`src/include/mmc_pkg.sv`:
```
/*
 * mmc_pkg: shared constants, modes, states and carrier structs for the
 * multi-motor staging controller.
 * Assumes: 40 MHz control clock; times in 0.1 s units, frequencies in
 * 0.01 Hz units, process values and levels in 0.1 % units.
 */
`default_nettype none
package mmc_pkg;

	// ---------------------------------------------------------------
	// sizing and timing
	// ---------------------------------------------------------------
	localparam int MMC_MAX_AUX  = 7;	// with option board
	localparam int MMC_BASE_AUX = 4;	// without option board
	localparam int MMC_CLK_NS   = 25;
	localparam int MMC_TICK_NS  = 100_000_000;	// 0.1 s time unit
	localparam int MMC_TICK_CYC = MMC_TICK_NS / MMC_CLK_NS;
	localparam int MMC_TW       = 20;	// timer count width

	// ---------------------------------------------------------------
	// documented setting defaults (software loads these)
	// ---------------------------------------------------------------
	localparam logic [15:0] MMC_SLEEP_DELAY_DEF = 16'h0258; // 60.0 s
	localparam logic [15:0] MMC_SLEEP_FREQ_DEF  = 16'h0000; // 0.00 Hz
	localparam logic [15:0] MMC_WAKE_LEVEL_DEF  = 16'h0014; // 2.0 %
	localparam logic [15:0] MMC_PDIFF_DEF       = 16'h0014; // 2 %
	localparam logic [15:0] MMC_PRE_FREQ_DEF    = 16'h0000; // 0.00 Hz
	localparam logic [15:0] MMC_PRE_EXIT_DEF    = 16'h0000; // 0.0 %
	localparam logic [15:0] MMC_PRE_TO_DEF      = 16'h1770; // 600 s

	// ---------------------------------------------------------------
	// timer slots
	// ---------------------------------------------------------------
	localparam int MMC_T_SLEEP = 0;
	localparam int MMC_T_START = 1;
	localparam int MMC_T_STOP  = 2;
	localparam int MMC_T_PRE   = 3;
	localparam int MMC_T_ROT   = 4;
	localparam int MMC_NTMR    = 5;

	// ---------------------------------------------------------------
	// modes and states
	// ---------------------------------------------------------------
	typedef enum logic [1:0] {
		MMC_ROT_FIXED = 2'h0,	// fixed starting relay
		MMC_ROT_AUX   = 2'h1,	// rotate auxiliaries only
		MMC_ROT_ALL   = 2'h2	// all motors on relays
	} mmc_rot_t;

	typedef enum logic [2:0] {
		MMC_IDLE    = 3'h0,
		MMC_PREREG  = 3'h1,
		MMC_REGUL   = 3'h3,
		MMC_SLEEP   = 3'h2,
		MMC_RESTAGE = 3'h6
	} mmc_state_t;

	// ---------------------------------------------------------------
	// carriers
	// ---------------------------------------------------------------
	typedef struct packed {
		logic [MMC_MAX_AUX-1:0][15:0] aux_start_frequencies;
		logic [MMC_MAX_AUX-1:0][15:0] aux_stop_frequencies;
		logic [15:0] sleep_frequency;
		logic [15:0] sleep_delay_time;
		logic [15:0] wake_level;
		logic [15:0] rotation_feedback_level;
		logic [MMC_TW-1:0] rotation_interval;
		logic [15:0] aux_start_delay;
		logic [15:0] aux_stop_delay;
		logic [15:0] destage_accel_time;
		logic [15:0] stage_decel_time;
		logic [15:0] pressure_diff_threshold;
		logic [15:0] prereg_frequency;
		logic [15:0] prereg_exit_level;
		logic [15:0] prereg_timeout;
		logic [2:0]  aux_count;
		logic [2:0]  start_aux;	// zero-based
		mmc_rot_t    rotation_mode_select;
		logic        interlock_enable;
		logic        prereg_enable;
	} mmc_cfg_t;

	typedef struct packed {
		logic [15:0] output_freq;
		logic [15:0] reference;
		logic [15:0] feedback;
	} mmc_proc_t;

	typedef struct packed {
		mmc_state_t             st;
		logic [2:0]             staged;
		logic [2:0]             start;
		logic [MMC_MAX_AUX-1:0] relays;
		logic [MMC_MAX_AUX-1:0] prev_en;
		logic                   drive_run;
		logic                   ovr_en;
		logic [15:0]            ovr_freq;
		logic                   ramp_load;
		logic                   ramp_accel;
		logic [15:0]            ramp_time;
		logic                   malfunction;
	} mmc_core_t;

	typedef struct packed {
		logic [MMC_TW-1:0] cnt;
		logic              done;
	} mmc_tmr_t;

	typedef struct packed {
		logic [31:0] cnt;
		logic        tick;
	} mmc_tick_t;

endpackage
`default_nettype wire

```
`src/hw/mmc_staging.sv`:
```
/*
 * mmc_staging: multi-motor staging controller core. Switches auxiliary
 * motor relays, sleeps and wakes, rotates the start motor, honours
 * interlock inputs and runs the fill phase before regulation.
 * Assumes: settings and process values are synchronous to i_mclk and
 * stay stable between updates; the speed ramp and the regulator sit
 * outside and follow the ramp and override outputs.
 */
`timescale 1ns/1ps
`default_nettype none
// Summary of operation
// - below sleep frequency for the sleep delay: stop motor, go asleep
// - a zero sleep delay disables sleeping altogether
// - asleep, wake when feedback strays from target past wake level
// - mode 0: relays on cyclically from fixed start, off in reverse
// - mode 1: as mode 0 but start relay advances on each auto change
// - mode 2: every motor on relays, rotation as in mode 1
// - auto change needs interval, low feedback and motor count match
// - auto change stops the motor, advances order, then carries on
// - interval counter runs only while an auxiliary motor runs
// - mode 2: frequency below change level forces change to next motor
// - with interlock on, an off input removes its motor from staging
// - run from stop stages in normal order skipping blocked relays
// - interlock drop while running: all off, restage without it
// - four auxiliaries, seven with option board, own thresholds each
// - stage next motor: speed over start freq past delay, deficit big
// - destage: speed under stop freq past delay, excess pressure big
// - after staging, ramp main frequency down over stage decel time
// - after destaging, ramp main frequency up over destage accel time
// - pressure difference threshold, default 2 %, gates stage decisions
// - fill phase drives the fill frequency until the phase finishes
// - fill phase ends when feedback exceeds the exit level
// - still below exit level after the fill timeout: malfunction
module mmc_staging
	import mmc_pkg::*;
#(
	parameter int NAUX        = MMC_BASE_AUX,
	parameter int TICK_CYCLES = MMC_TICK_CYC
) (
	// clock and reset
	input  wire logic                   i_mclk,
	input  wire logic                   i_reset_n,
	// run command and settings
	input  wire logic                   i_run,
	input  wire mmc_cfg_t               i_cfg,
	// process values
	input  wire mmc_proc_t              i_proc,
	// interlock inputs, high = motor usable
	input  wire logic [MMC_MAX_AUX-1:0] i_interlock_inputs,
	// relay outputs
	output logic [MMC_MAX_AUX-1:0]      o_aux_outputs,
	output logic [2:0]                  o_running_count,
	// drive control
	output logic                        o_drive_run,
	output logic                        o_asleep,
	output logic                        o_prereg_phase,
	output logic [15:0]                 o_freq_override,
	// ramp request
	output logic                        o_ramp_load,
	output logic                        o_ramp_accel,
	output logic [15:0]                 o_ramp_time,
	// fault
	output logic                        o_malfunction
);
	if (NAUX < 1 || NAUX > MMC_MAX_AUX) begin : g_chk
		$error("mmc_staging: NAUX must lie in 1..7");
	end

	// ---------------------------------------------------------------
	// helpers
	// ---------------------------------------------------------------

	// relays of the first cnt usable positions counted from start
	function automatic logic [MMC_MAX_AUX-1:0] relay_mask(
		input logic [2:0]             start,
		input logic [2:0]             cnt,
		input logic [MMC_MAX_AUX-1:0] en,
		input logic [2:0]             n
	);
		logic [MMC_MAX_AUX-1:0] m;
		logic [3:0]             idx;
		logic [2:0]             done;
		m = '0;
		done = 3'h0;
		for (int k = 0; k < MMC_MAX_AUX; k++) begin
			idx = 4'(start) + 4'(k);
			if (idx >= 4'(n)) begin
				idx = idx - 4'(n);
			end
			if (3'(k) < n && en[idx[2:0]] && done < cnt) begin
				m[idx[2:0]] = 1'b1;
				done = done + 3'h1;
			end
		end
		return m;
	endfunction

	// ---------------------------------------------------------------
	// derived values
	// ---------------------------------------------------------------
	localparam logic [2:0] NMAX = 3'(NAUX);

	mmc_core_t              q;
	mmc_core_t              next_q;
	logic                   tick;
	logic [MMC_NTMR-1:0]    t_count;
	logic [MMC_NTMR-1:0]    t_clear;
	logic [MMC_NTMR-1:0]    t_done;
	logic [MMC_NTMR-1:0][MMC_TW-1:0] t_limit;
	logic [2:0]             n;
	logic [MMC_MAX_AUX-1:0] en;
	logic [2:0]             avail;
	logic [2:0]             base;
	logic [2:0]             start_i;
	logic [2:0]             aux_idx;
	logic signed [16:0]     dev;
	logic signed [16:0]     thr;
	logic signed [16:0]     wake;
	logic                   deficit;
	logic                   excess;
	logic                   c_start;
	logic                   c_stop;
	logic                   c_sleep;
	logic                   c_pre;
	logic                   lost;
	logic                   ac_fire;
	logic                   mode2;

	// motor count, usable mask and offsets
	always_comb begin
		n = (i_cfg.aux_count > NMAX) ? NMAX : i_cfg.aux_count;
		en = '0;
		avail = 3'h0;
		for (int k = 0; k < MMC_MAX_AUX; k++) begin
			if (3'(k) < n) begin
				en[k] = !i_cfg.interlock_enable
					|| i_interlock_inputs[k];
			end
			avail = avail + {2'h0, en[k]};
		end
		mode2 = (i_cfg.rotation_mode_select == MMC_ROT_ALL);
		base = mode2 ? 3'h1 : 3'h0;
		start_i = (q.start >= n) ? 3'h0 : q.start;
		aux_idx = q.staged - base;
	end

	// reference minus feedback and its thresholds
	always_comb begin
		dev = $signed({1'b0, i_proc.reference})
			- $signed({1'b0, i_proc.feedback});
		thr = $signed({1'b0, i_cfg.pressure_diff_threshold});
		wake = $signed({1'b0, i_cfg.wake_level});
		deficit = dev > thr;
		excess = -dev > thr;
	end

	// decision conditions
	always_comb begin
		c_start = (q.st == MMC_REGUL) && (q.staged < avail)
			&& (aux_idx < NMAX)
			&& (i_proc.output_freq
				> i_cfg.aux_start_frequencies[aux_idx])
			&& deficit;
		c_stop = (q.st == MMC_REGUL) && (q.staged > base)
			&& (i_proc.output_freq
				< i_cfg.aux_stop_frequencies[aux_idx - 3'h1])
			&& excess;
		c_sleep = (q.st == MMC_REGUL) && (q.staged <= base)
			&& (i_cfg.sleep_delay_time != 16'h0)
			&& (i_proc.output_freq < i_cfg.sleep_frequency);
		c_pre = (q.st == MMC_PREREG)
			&& (i_proc.feedback <= i_cfg.prereg_exit_level);
		lost = i_cfg.interlock_enable && (q.st == MMC_REGUL)
			&& |(q.prev_en & ~en & q.relays);
	end

	// auto change trigger
	always_comb begin
		ac_fire = 1'b0;
		if (q.st == MMC_REGUL && t_done[MMC_T_ROT]) begin
			if (i_cfg.rotation_mode_select == MMC_ROT_AUX) begin
				ac_fire = (q.staged == 3'h0)
					&& (i_proc.feedback
						< i_cfg.rotation_feedback_level);
			end else if (mode2) begin
				ac_fire = (q.staged == 3'h1)
					&& ((i_proc.feedback
						< i_cfg.rotation_feedback_level)
					|| (i_proc.output_freq
						< i_cfg.rotation_feedback_level));
			end
		end
	end

	// ---------------------------------------------------------------
	// timers
	// ---------------------------------------------------------------

	// timer enables, clears and limits
	always_comb begin
		t_count[MMC_T_SLEEP] = c_sleep;
		t_count[MMC_T_START] = c_start;
		t_count[MMC_T_STOP]  = c_stop;
		t_count[MMC_T_PRE]   = c_pre;
		t_count[MMC_T_ROT]   = (q.st == MMC_REGUL)
			&& (q.staged > base);
		t_clear = ~t_count;
		t_clear[MMC_T_ROT] = ac_fire || (q.st == MMC_IDLE);
		t_clear[MMC_T_START] = !c_start || t_done[MMC_T_START];
		t_clear[MMC_T_STOP] = !c_stop || t_done[MMC_T_STOP];
		t_limit[MMC_T_SLEEP] = MMC_TW'(i_cfg.sleep_delay_time);
		t_limit[MMC_T_START] = MMC_TW'(i_cfg.aux_start_delay);
		t_limit[MMC_T_STOP]  = MMC_TW'(i_cfg.aux_stop_delay);
		t_limit[MMC_T_PRE]   = MMC_TW'(i_cfg.prereg_timeout);
		t_limit[MMC_T_ROT]   = i_cfg.rotation_interval;
	end

	mmc_tick #(
		.TICK_CYCLES (TICK_CYCLES)
	) u_tick (
		.i_mclk    (i_mclk),
		.i_reset_n (i_reset_n),
		.o_tick    (tick)
	);

	for (genvar g = 0; g < MMC_NTMR; g++) begin : g_tmr
		mmc_timer u_tmr (
			.i_mclk    (i_mclk),
			.i_reset_n (i_reset_n),
			.i_tick    (tick),
			.i_count   (t_count[g]),
			.i_clear   (t_clear[g]),
			.i_limit   (t_limit[g]),
			.o_done    (t_done[g])
		);
	end

	// ---------------------------------------------------------------
	// sequencer
	// ---------------------------------------------------------------

	// next state, stage count and relay pattern
	always_comb begin
		next_q = q;
		next_q.ramp_load = 1'b0;
		next_q.prev_en = en;
		case (q.st)
			MMC_IDLE: begin
				next_q.staged = 3'h0;
				next_q.start = i_cfg.start_aux;
				if (i_run && i_cfg.prereg_enable) begin
					next_q.st = MMC_PREREG;
				end else if (i_run) begin
					next_q.st = MMC_REGUL;
					next_q.staged = base;
				end
			end
			MMC_PREREG: begin
				if (!c_pre) begin
					next_q.st = MMC_REGUL;
					next_q.staged = base;
				end else if (t_done[MMC_T_PRE]) begin
					next_q.malfunction = 1'b1;
				end
			end
			MMC_REGUL: begin
				if (lost) begin
					next_q.st = MMC_RESTAGE;
					next_q.staged = 3'h0;
				end else if (ac_fire) begin
					next_q.st = MMC_RESTAGE;
					next_q.staged = 3'h0;
					next_q.start = (start_i + 3'h1 >= n)
						? 3'h0 : start_i + 3'h1;
				end else if (t_done[MMC_T_SLEEP]) begin
					next_q.st = MMC_SLEEP;
					next_q.staged = 3'h0;
				end else if (t_done[MMC_T_START]) begin
					next_q.staged = q.staged + 3'h1;
					next_q.ramp_load = 1'b1;
					next_q.ramp_accel = 1'b0;
					next_q.ramp_time = i_cfg.stage_decel_time;
				end else if (t_done[MMC_T_STOP]) begin
					next_q.staged = q.staged - 3'h1;
					next_q.ramp_load = 1'b1;
					next_q.ramp_accel = 1'b1;
					next_q.ramp_time = i_cfg.destage_accel_time;
				end
			end
			MMC_SLEEP: begin
				if (dev > wake || -dev > wake) begin
					next_q.st = MMC_REGUL;
					next_q.staged = base;
				end
			end
			MMC_RESTAGE: begin
				next_q.st = MMC_REGUL;
				next_q.staged = base;
			end
			default: begin
				next_q.st = MMC_IDLE;
			end
		endcase
		if (!i_run) begin
			next_q.st = MMC_IDLE;
			next_q.staged = 3'h0;
			next_q.malfunction = 1'b0;
		end
		if (next_q.st == MMC_REGUL) begin
			next_q.relays = relay_mask(next_q.start,
				next_q.staged, en, n);
		end else begin
			next_q.relays = '0;
		end
		next_q.drive_run = (next_q.st == MMC_PREREG)
			|| (next_q.st == MMC_REGUL);
		next_q.ovr_en = (next_q.st == MMC_PREREG);
		next_q.ovr_freq = i_cfg.prereg_frequency;
	end

	// state register
	always_ff @(posedge i_mclk or negedge i_reset_n) begin
		if (!i_reset_n) begin
			q <= '0;
		end else begin
			q <= next_q;
		end
	end

	// ---------------------------------------------------------------
	// outputs
	// ---------------------------------------------------------------
	assign o_aux_outputs   = q.relays;
	assign o_running_count = q.staged;
	assign o_drive_run     = q.drive_run;
	assign o_asleep        = (q.st == MMC_SLEEP);
	assign o_prereg_phase  = q.ovr_en;
	assign o_freq_override = q.ovr_freq;
	assign o_ramp_load     = q.ramp_load;
	assign o_ramp_accel    = q.ramp_accel;
	assign o_ramp_time     = q.ramp_time;
	assign o_malfunction   = q.malfunction;
endmodule // mmc_staging
`default_nettype wire

```
`src/hw/mmc_tick.sv`:
```
/*
 * mmc_tick: one-cycle pulse every TICK_CYCLES clocks, the common time
 * base of all delay timers.
 * Assumes: free-running control clock.
 */
`timescale 1ns/1ps
`default_nettype none
module mmc_tick
	import mmc_pkg::*;
#(
	parameter int TICK_CYCLES = MMC_TICK_CYC
) (
	// clock and reset
	input  wire logic i_mclk,
	input  wire logic i_reset_n,
	// time base
	output logic      o_tick
);
	if (TICK_CYCLES < 1) begin : g_chk
		$error("mmc_tick: TICK_CYCLES must be at least one");
	end

	localparam logic [31:0] LAST = 32'(TICK_CYCLES - 1);

	mmc_tick_t q;
	mmc_tick_t next_q;

	// wrap counter, pulse on wrap
	always_comb begin
		next_q = q;
		next_q.tick = (q.cnt == LAST);
		next_q.cnt = next_q.tick ? 32'h0 : q.cnt + 32'h1;
	end

	always_ff @(posedge i_mclk or negedge i_reset_n) begin
		if (!i_reset_n) begin
			q <= '0;
		end else begin
			q <= next_q;
		end
	end

	assign o_tick = q.tick;
endmodule // mmc_tick
`default_nettype wire

```
`src/hw/mmc_timer.sv`:
```
/*
 * mmc_timer: delay timer counted in ticks; done once the count
 * reaches the limit, held while paused, zeroed by clear.
 * Assumes: i_tick is a one-cycle pulse from mmc_tick.
 */
`timescale 1ns/1ps
`default_nettype none
module mmc_timer
	import mmc_pkg::*;
(
	// clock and reset
	input  wire logic              i_mclk,
	input  wire logic              i_reset_n,
	// control
	input  wire logic              i_tick,
	input  wire logic              i_count,
	input  wire logic              i_clear,
	input  wire logic [MMC_TW-1:0] i_limit,
	// status
	output logic                   o_done
);
	mmc_tmr_t q;
	mmc_tmr_t next_q;

	// count on ticks while enabled, saturate at the limit
	always_comb begin
		next_q = q;
		if (i_clear) begin
			next_q.cnt = '0;
		end else if (i_count && i_tick && !q.done) begin
			next_q.cnt = q.cnt + 1'b1;
		end
		next_q.done = !i_clear && (next_q.cnt >= i_limit);
	end

	always_ff @(posedge i_mclk or negedge i_reset_n) begin
		if (!i_reset_n) begin
			q <= '0;
		end else begin
			q <= next_q;
		end
	end

	assign o_done = q.done;
endmodule // mmc_timer
`default_nettype wire

```
`config.mk`:
```
export PLATFORM = sky130hd
export DESIGN_NAME = mmc_staging
export DESIGN_NICKNAME = d
export VERILOG_FILES = /design/src/include/mmc_pkg.sv /design/src/hw/mmc_staging.sv /design/src/hw/mmc_tick.sv /design/src/hw/mmc_timer.sv
export SDC_FILE = /design/constraint.sdc
export NUM_CORES = 1
export LEC_CHECK = 0
export BUFFER_PORTS_ARGS = -buffer_cell sky130_fd_sc_hd__buf_2
export CAP_MARGIN = 20
export CORE_UTILIZATION = 40
export DETAILED_ROUTE_END_ITERATION = 8
export PLACE_DENSITY = 0.61
export RECOVER_POWER = 25
export SLEW_MARGIN = 20
export SYNTH_ARGS = -nofsm -noshare
export SYNTH_HDL_FRONTEND = slang
export SYNTH_SLANG_ARGS = --single-unit
```
`constraint.sdc`:
```
create_clock -name i_mclk -period 11 [get_ports i_mclk]
set_clock_uncertainty 0.1 [all_clocks]
set_input_delay 2.2 -clock i_mclk [delete_from_list [all_inputs] [get_ports i_mclk]]
set_output_delay 2.2 -clock i_mclk [all_outputs]
set_load 0.005 [all_outputs]
```
==> metrics.md, run 1 <==
| Metric | Value |
|---|---|
| Status | complete, but fails checks |
| Violated checks | capacitance limit, slew limit |
| Drt via density | 5.43 |
| Crit path required time | ~11 ns |
| Max-cap viol count | 1 |
| Max Root-Sink Buffers | 2 |
| Final hold vios | 0 |
| Final core occ | 48.3% |
| Final period util | 94.3% |
| I/O Pins | 552 |
| Die area | 50800 sq um |
| Core area | 49200 sq um |
| Most used cell, CP | ha_1 |
| Max incr delay on CP | approximately 0.48 ns |
| Clock Sinks | 198 |
| Vias | 18770 |
| Pin count of the biggest net entering global routing | 81 |
| Crit-path max FO | 9 |
| #FFs+latches synth | 198 |
| Most frequent cell after synthesis | ha_1 |
| Biggest area consumer among synthesized cells | dfrtp_1 |
| GRT overflow | 0 |
| Headroom to the max-slew limit | -106% |
| Drt drc | 0 |
| Lkg Pwr | 12.1 nW |
| Detailed Routing Iterations Pass 1 | 8 |
| Dominant synthesized flop cell | dfrtp_1 |
| # setup viols final | 0 |
| Worst setup EP type | flop |
| Post-synth top area share | 24.8% |
| CTS Root Cell | clkbuf_16 |
| Cell variety after synth | between 100 and 150 |
| Row cnt | 81 |
| Area Growth Syn to Fin | 18.8% |
| Post-CTS Resized | 0 |
| Slowest-stage cell, CP | fa_1 |
| Critical setup path kind | input pin to flop |
| Post-Place Worst Slack | roughly 0.25 ns |
| Insertion delay to the later sink of the worst-skew pair | 0.47 ns |
| Max-slew violations | 54 |
| Async set-reset flop share out of synthesis | 100% |
| Post-CTS setup repair buffer count | 0 |
| Die H | 225 um |
| Final setup TNS | 0 ns |
| Maximum vdd ir drop | 127 uV |
| CTS tree | built |
| Cts hold-fix bufs | 0 |
| Mean Syn Cell Area | 8.66 sq um |
| Initial antenna violation count | 9 |
| TritonCTS Buffers | 17 |
| Unrepaired setup endpoints after global routing | false |
| Share of layout cells above drive strength 1 | 24.9% |
| 1st-iter DRT viols | around 1400 |
| Initial core utilization | 40.6% |
| GRT Overall Usage | 25.8% |
| Startpoint types | input pin |
| Cells after Synth | 2308 |
| Post-Route WL | 66.4 mm |
| FMAX | 96.4 MHz |
| Synth cell count leaders | ha_1 (295), inv_1 (223), nor2_1 (222), dfrtp_1 (198), nand2_1 (144) |
| Worst Hold Class | flop to flop |
| Chip Width | 225 um |
| Tightest Pin Transition | between 3 and 4 ns |
| Vias in the first global route | 18526 |
| Final GP Congestion | 1.08 |
| Seq/Total Area, Yosys | 24.8% |
| Post-route ant nets | 0 |
| Setup ws final | 0.628 ns |
| # diodes | 0 |
| Port Buffers | 548 |
| Routed length per instance | 19.2 um |
| YS warnings | 0 |
| Area contributors post-synth | dfrtp_1 (25%), ha_1 (18%), inv_1 (4.2%) |
| Detailed Place HPWL | ~56 mm |
| PwrDens | 104 nW/um^2 |
| Synth Cell Area | between 15000 and 20000 sq um |
| Worst Path Arrival | 10.64 ns |
| First-pass GRT wire length | approximately 100 mm |
| Crit path time final | 10.37 ns |
| Clock-pin slew on the worst setup and hold paths | 0.08 ns |
| # nets final | about 3600 |
| CTS H-Tree Depth | 4 |
| EDFF count, synth | 0 |
-- routing by layer --
metal / wire (um) / global-route usage, % / up-vias
met5: 74 / 0 / -
met4: 1610 / 8.10 / 12
met3: 5600 / 7.38 / 105
met2: 28900 / 39.9 / 648
met1: 30200 / 34.7 / 8921
li1: - / - / 9084
-- cells in the final DEF (no fill, tap or decap), types with 56 or more instances in the layout --
master	count
nor2_1	222
nand2_1	144
xor2_1	80
ha_1	294
buf_2	543
xnor2_1	77
a21oi_1	122
inv_1	223
nor2b_1	56
a21o_1	71
nand3_1	59
dfrtp_1	198
o21ai_0	96
-- power by group --
group / switching, mW / internal (mW)
registers: 0.00839 / 0.738
clock network: 0.313 / 0.322
logic: 0.634 / 0.451
-- registers in the layout, summed over array words and instances (netlist names), 3 cells and up --
signal	flops
g_tmr.u_tmr.q	100
u_tick.q	32
o_aux_outputs	7
g_tmr.u_tmr.o_done	5
o_freq_override	16
q	13
o_running_count	3
o_ramp_time	16
-- layout make-up --
class                      count  area (sq um)
clock buffer                  17           425
multi-input combinational   1775         13600
clock inverter                13           159
timing repair buffer         566          2880
fill                        4744         25400
sequential                   198          4950
inverter                     226           848
tap                          664           831
-- path summary, 6_finish.rpt --
kind	from	end	slack [ns]	cells after the start
min in group asynchronous	i_reset_n	o_freq_override[6]$_DFF_PN0_	2.65	1
min reg2reg	u_tick.q[1]$_DFF_PN0_	u_tick.q[1]$_DFF_PN0_	0.37	1
min	u_tick.q[1]$_DFF_PN0_	u_tick.q[1]$_DFF_PN0_	0.37	1
max in group asynchronous	i_reset_n	u_tick.q[14]$_DFF_PN0_	5.27	3
max reg2reg	q[51]$_DFF_PN0_	o_aux_outputs[0]$_DFF_PN0_	2.45	38
max	i_cfg[9]	o_aux_outputs[0]$_DFF_PN0_	0.63	39
-- worst max-delay path: cells and delay by family --
kind            cells  cell delay [ns]
xor+xnor            1             0.18
compound gates     14             2.62
fa+ha+maj           7             2.20
buf+inv             4             0.64
simple gates       12             2.50
mux                 1             0.31
-- through the flow --
stage                     cells  hold slack, ns  total power [mW]  area [sq um]
after global routing       3459           0.396              2.63         23700
after CTS                  3459           0.377              2.47         23700
after floorplan            2315           0.333              1.48         20000
after global placement     3429           0.348              1.79         23100
after detailed placement   3429           0.366              1.82         23100
final                      3459           0.373              2.47         23700
-- kinds of logic (layout without fill, tap and decap cells) --
logic type	Yosys count	count (layout)	synth area share, %
adder cells (fa/ha/maj)	305	305	19.5
XOR/XNOR	159	159	6.97
other	2	9	0.0376
flip-flops	198	198	24.8
multiplexers	77	77	5.99
AND/OR/NAND/NOR	727	727	18.4
AO/OA/AOI/OAI	498	498	16.9
buffers and inverters	342	822	7.40
Power figures use the tool's default switching activity.
==> inputs of run 2 (changes only) <==
--- a/config.mk
+++ b/config.mk
@@ -10,7 +10,7 @@
 export CORE_UTILIZATION = 40
 export DETAILED_ROUTE_END_ITERATION = 8
 export PLACE_DENSITY = 0.61
-export RECOVER_POWER = 25
+export RECOVER_POWER = 100
 export SLEW_MARGIN = 20
 export SYNTH_ARGS = -nofsm -noshare
 export SYNTH_HDL_FRONTEND = slang
==> metrics.md, run 2 (synthesized netlist as in run 1, its figures left out) <==
| Metric | Value |
|---|---|
| Status | complete, but fails checks |
| Violated checks | capacitance limit, slew limit |
| Area Growth Syn to Fin | 18.3% |
| Biggest register | g_tmr.u_tmr.q |
| Detailed Routing Iterations Pass 1 | 6 (-2) |
| Final period util | 94.3% (about the same) |
| PwrDens | 104 nW/um^2 (+0.16%) |
| Power Total | 2.46 mW (-0.21%) |
| Clock Sinks | 198 (unchanged) |
| Unrepaired setup endpoints after global routing | false |
| Die area | 50800 sq um (unchanged) |
| Crit-path max FO | 9 (unchanged) |
| Regs by FF count | g_tmr.u_tmr.q: 100 flops, u_tick.q: 32 flops |
| Final GP Congestion | 1.08 (unchanged) |
| Register area | 4950 sq um (unchanged) |
| Lkg Pwr | 12.0 nW (-1.1%) |
| Drt via density | 5.43 (about the same) |
| Chip Width | 225 um (unchanged) |
| Worst reg2reg startpoint | q[51]$_DFF_PN0_ |
| Post-CTS Resized | 0 (unchanged) |
| Most used cell, CP | ha_1 |
| Final hold vios | 0 (unchanged) |
| Core area | 49200 sq um (unchanged) |
| I/O Pins | 552 (unchanged) |
| Headroom to the max-slew limit | -145% (-38 points) |
| Share of layout cells above drive strength 1 | 23.2% (-1.7 points) |
| Clock-pin slew on the worst setup and hold paths | 0.08 ns (about the same) |
| Die H | 225 um (unchanged) |
| Initial antenna violation count | 9 (unchanged) |
| Pin count of the biggest net entering global routing | 81 (unchanged) |
| Detailed Place HPWL | 56.2 mm (unchanged) |
| Worst Path Arrival | 10.65 ns (about the same) |
| First-pass GRT wire length | 101 mm (unchanged) |
| Final setup TNS | 0 ns (unchanged) |
| Startpoint types | input pin |
| Tightest Pin Transition | 3.67 ns (+0.573 ns) |
| Initial core utilization | 40.6% (unchanged) |
| GRT overflow | 0 (unchanged) |
| Cts hold-fix bufs | 0 (unchanged) |
| Hold_sp | u_tick.q[1]$_DFF_PN0_ |
| Max-cap viol count | 4 (+3) |
| Crit path required time | 11.27 ns (about the same) |
| Maximum vdd ir drop | 127 uV (+0.16%) |
| # setup viols final | 0 (unchanged) |
| Post-route ant nets | 0 (unchanged) |
| Drt drc | 0 (unchanged) |
| Largest register FFs | 100 (unchanged) |
| TritonCTS Buffers | 17 (unchanged) |
| Most frequent cells in the layout | buf_2 (503), ha_1 (295), inv_1 (223), nor2_1 (222), dfrtp_1 (198) |
| 1st-iter DRT viols | 1377 (unchanged) |
| GRT Overall Usage | 25.8% (unchanged) |
| Slowest-stage cell, CP | fa_1 |
| Crit path time final | 10.38 ns (+0.00683 ns) |
| Max-slew violations | 243 (+350%) |
| Routed length per instance | 19.2 um (about the same) |
| Vias in the first global route | 18526 (unchanged) |
| Commonest non-fill, non-tap cell in the layout | buf_2 |
| FMAX | 96.4 MHz (about the same) |
| Fillcell total | 4768 (+0.51%) |
| Critical setup path kind | input pin to flop |
| Insertion delay to the later sink of the worst-skew pair | 0.47 ns (about the same) |
| CP startpoint | i_cfg[9] |
| CTS tree | built |
| Vias | 18775 (+0.027%) |
| Worst setup EP type | flop |
| CTS H-Tree Depth | 4 (unchanged) |
| Multi-input logic area | 13600 sq um (-0.15%) |
| CTS Root Cell | clkbuf_16 |
| Row cnt | 81 (unchanged) |
| Max incr delay on CP | 0.48 ns (about the same) |
| Post-Route WL | 66.4 mm (about the same) |
| Port Buffers | 548 (unchanged) |
| Worst Hold Class | flop to flop |
| # nets final | 3593 (unchanged) |
| Post-CTS setup repair buffer count | 0 (unchanged) |
| Max Root-Sink Buffers | 2 (unchanged) |
[run 2: layout make-up]
type / instances / area share (%)
antenna: 1 / 0.0106
clock buffer: 17 / 1.80
clock inverter: 13 / 0.672
inverter: 226 / 3.59
multi-input combinational: 1775 / 57.6
sequential: 198 / 21.0
tap: 664 / 3.51
timing repair buffer: 566 / 11.9
[run 2: worst paths after layout]
check	end	slack (ns)	cells past startpoint
worst min register to register	u_tick.q[1]$_DFF_PN0_	0.37	1
max in group asynchronous	u_tick.q[14]$_DFF_PN0_	2.12	3
worst min-delay path	u_tick.q[1]$_DFF_PN0_	0.37	1
min in group asynchronous	o_freq_override[6]$_DFF_PN0_	2.63	1
worst max register to register	o_aux_outputs[0]$_DFF_PN0_	2.43	38
worst max-delay path	o_aux_outputs[0]$_DFF_PN0_	0.62	39
[run 2: worst max-delay path: cells and delay by family]
kind            cells  cell delay, ns
simple gates       12            2.51
mux                 1            0.30
fa+ha+maj           7            2.20
compound gates     14            2.62
xor+xnor            1            0.18
buf+inv             4            0.63
[run 2: report_power, final]
group	leakage [nW]	internal, mW	total (mW)	switching (mW)
clock	0.289	0.322	0.635	0.312
combinational	9.10	0.447	1.08	0.633
sequential	2.60	0.738	0.746	0.00847
total	12.0	1.51	2.46	0.954
[run 2: layer usage]
layer | track usage (%) | routed length, um | vias up
li1 | - | - | 9086
met1 | 34.7 | 29500 | 8894
met2 | 39.9 | 29000 | 679
met3 | 7.38 | 6280 | 104
met4 | 8.10 | 1550 | 12
met5 | 0 | 74 | -
[run 2: through the flow]
| stage | utilization (%) | std cells | hold WS [ns] | setup WS, ns | cell area (sq um) |
|---|---|---|---|---|---|
| 2_1_floorplan | - | 2315 | 0.333 | 0.820 | 20000 |
| 3_3_place_gp | 47.1 | 3429 | 0.348 | 0.456 | 23100 |
| 3_5_place_dp | 47.1 | 3429 | 0.366 | 0.255 | 23100 |
| 4_1_cts | 48.3 | 3459 | 0.377 | 0.704 | 23700 |
| 5_1_grt | 48.1 | 3459 | 0.396 | 0.00579 | 23600 |
| 6_report | 48.1 | 3460 | 0.373 | 0.622 | 23600 |
==> inputs of run 3 (changes only) <==
--- a/config.mk
+++ b/config.mk
@@ -9,7 +9,6 @@
 export CAP_MARGIN = 20
 export CORE_UTILIZATION = 40
 export DETAILED_ROUTE_END_ITERATION = 8
-export PLACE_DENSITY = 0.61
 export RECOVER_POWER = 100
 export SLEW_MARGIN = 20
 export SYNTH_ARGS = -nofsm -noshare
==> metrics.md, run 3 (synthesized netlist as in run 1, its figures left out) <==
| Metric | Value |
|---|---|
| Status | complete, but fails checks |
| Violated checks | capacitance limit, slew limit |
| Max-slew violations | 197 (-19%) |
| Commonest non-fill, non-tap cell in the layout | buf_2 |
| Core area | 49200 sq um (unchanged) |
| 1st-iter DRT viols | 1084 (-21%) |
| Final core occ | 48.3% (+0.21 points) |
| Max Root-Sink Buffers | 2 (unchanged) |
| FMAX | 98.5 MHz (+2.2%) |
| Maximum vdd ir drop | 112 uV (-12%) |
| Vias | 18692 (-0.44%) |
| Die area | 50800 sq um (unchanged) |
| Clock Sinks | 198 (unchanged) |
| TritonCTS Buffers | 17 (unchanged) |
| Headroom to the max-slew limit | -218% (-73 points) |
| Worst setup EP type | flop |
| Unrepaired setup endpoints after global routing | false |
| Post-route ant nets | 0 (unchanged) |
| CTS H-Tree Depth | 4 (unchanged) |
| Pin count of the biggest net entering global routing | 89 (+9.9%) |
| Final setup TNS | 0 ns (unchanged) |
| Die H | 225 um (unchanged) |
| Crit path time final | 10.15 ns (-0.225 ns) |
| Port Buffers | 548 (unchanged) |
| Most used cell, CP | ha_1 |
| GRT Overall Usage | 28.6% (+2.7 points) |
| I/O Pins | 552 (unchanged) |
| Lkg Pwr | 12.0 nW (+0.40%) |
| Drt via density | 5.36 (-1.2%) |
| Post-CTS setup repair buffer count | 0 (unchanged) |
| Cts hold-fix bufs | 0 (unchanged) |
| Regs by FF count | g_tmr.u_tmr.q: 100 flops, u_tick.q: 32 flops |
| Chip Width | 225 um (unchanged) |
| First-pass GRT wire length | 110 mm (+9.1%) |
| Tightest Pin Transition | 4.77 ns (+1.10 ns) |
| GRT overflow | 0 (unchanged) |
| PwrDens | 103 nW/um^2 (-0.85%) |
| Biggest register | g_tmr.u_tmr.q |
| Post-CTS Resized | 0 (unchanged) |
| Max incr delay on CP | 0.47 ns (about the same) |
| Share of layout cells above drive strength 1 | 23.6% (+0.37 points) |
| Insertion delay to the later sink of the worst-skew pair | 0.45 ns (-0.02 ns) |
| Clock-pin slew on the worst setup and hold paths | 0.08 ns (about the same) |
| Final hold vios | 0 (unchanged) |
| # setup viols final | 0 (unchanged) |
| Largest register FFs | 100 (unchanged) |
| Startpoint types | input pin |
| Vias in the first global route | 18672 (+0.79%) |
| Crit-path max FO | 7 (-2) |
| Initial core utilization | 40.6% (unchanged) |
| Worst Path Arrival | 10.42 ns (-0.23 ns) |
| Post-Route WL | 73.0 mm (+9.9%) |
| Detailed Place HPWL | 61.8 mm (+10%) |
| Initial antenna violation count | 18 (+9) |
| CTS Root Cell | clkbuf_16 |
| Most frequent cells in the layout | buf_2 (502), ha_1 (294), inv_1 (223), nor2_1 (222), dfrtp_1 (198) |
| Drt drc | 0 (unchanged) |
| Final GP Congestion | 1.04 (-3.8%) |
| # nets final | 3611 (+0.50%) |
| Routed length per instance | 21.0 um (+9.1%) |
| Critical setup path kind | input pin to flop |
| CTS tree | built |
| Final period util | 92.3% (-2.0 points) |
| Row cnt | 81 (unchanged) |
| Slowest-stage cell, CP | nor4_1 |
| Area Growth Syn to Fin | 18.8% |
| Max-cap viol count | 3 (-1) |
| Crit path required time | 11.27 ns (about the same) |
| Worst Hold Class | flop to flop |
| Detailed Routing Iterations Pass 1 | 5 (-1) |
-- run 3: cell types whose count changed in the layout (fill, tap and decap cells not counted), moves of 2 or more --
cell        previous run  this run
inv_6                  2         6
clkinv_8               2         0
buf_4                 13        27
clkbuf_1              49        53
and2_1                15        13
and2_0                 6         8
inv_8                  5         1
diode_2                1         6
clkinvlp_4             0         4
-- run 3: power breakdown --
| group | internal (mW) | leakage, nW | switching (mW) | total, mW |
|---|---|---|---|---|
| logic | 0.456 | 9.18 | 0.643 | 1.10 |
| clock network | 0.302 | 0.263 | 0.304 | 0.606 |
| registers | 0.738 | 2.60 | 0.00866 | 0.746 |
-- run 3: path summary, 6_finish.rpt --
kind                       slack (ns)  cells after the start                         endpoint                         start
max                              0.85                     38       o_aux_outputs[1]$_DFF_PN0_                     i_proc[0]
min                              0.37                      1            u_tick.q[1]$_DFF_PN0_         u_tick.q[1]$_DFF_PN0_
max reg2reg                      2.40                     29  g_tmr[2].u_tmr.o_done$_DFF_PN0_  o_running_count[0]$_DFF_PN0_
min reg2reg                      0.37                      1            u_tick.q[1]$_DFF_PN0_         u_tick.q[1]$_DFF_PN0_
max in group asynchronous        1.92                      3           u_tick.q[23]$_DFF_PN0_                     i_reset_n
min in group asynchronous        3.36                      1    g_tmr[2].u_tmr.q[6]$_DFF_PN0_                     i_reset_n
-- run 3: routing by layer --
metal / vias to the layer above / global-route usage [%] / part of all wire (%)
met5: - / 0 / 0.18
met4: 20 / 6.12 / 1.4
met3: 71 / 4.09 / 5.0
met2: 485 / 47.0 / 46
met1: 8996 / 39.6 / 47
li1: 9120 / - / -
-- run 3: cell type report --
class,instances,area [sq um]
timing repair buffer,584,2920
multi-input combinational,1775,13600
clock inverter,14,116
fill,4892,25400
antenna,6,15.0
clock buffer,18,439
tap,664,831
inverter,226,848
sequential,198,4950
-- run 3: critical path, delay by kind of cell --
| family | cells | cell delay (ns) |
|---|---|---|
| fa+ha+maj | 6 | 1.59 |
| compound gates | 11 | 2.09 |
| simple gates | 13 | 3.22 |
| mux | 2 | 0.47 |
| xor+xnor | 2 | 0.38 |
| buf+inv | 4 | 0.48 |
-- run 3: per-stage QoR --
| stage | cell area [sq um] | hold WS (ns) | cells | power [mW] | worst slack (ns) |
|---|---|---|---|---|---|
| 4_1_cts | 23800 | 0.371 | 3479 | 2.47 | 0.990 |
| 3_5_place_dp | 23300 | 0.360 | 3447 | 1.85 | 0.574 |
| 6_report | 23700 | 0.370 | 3485 | 2.45 | 0.847 |
| 5_1_grt | 23700 | 0.396 | 3483 | 2.62 | 0.198 |
| 3_3_place_gp | 23300 | 0.349 | 3447 | 1.83 | 0.715 |
| 2_1_floorplan | 20000 | 0.333 | 2315 | 1.48 | 0.820 |
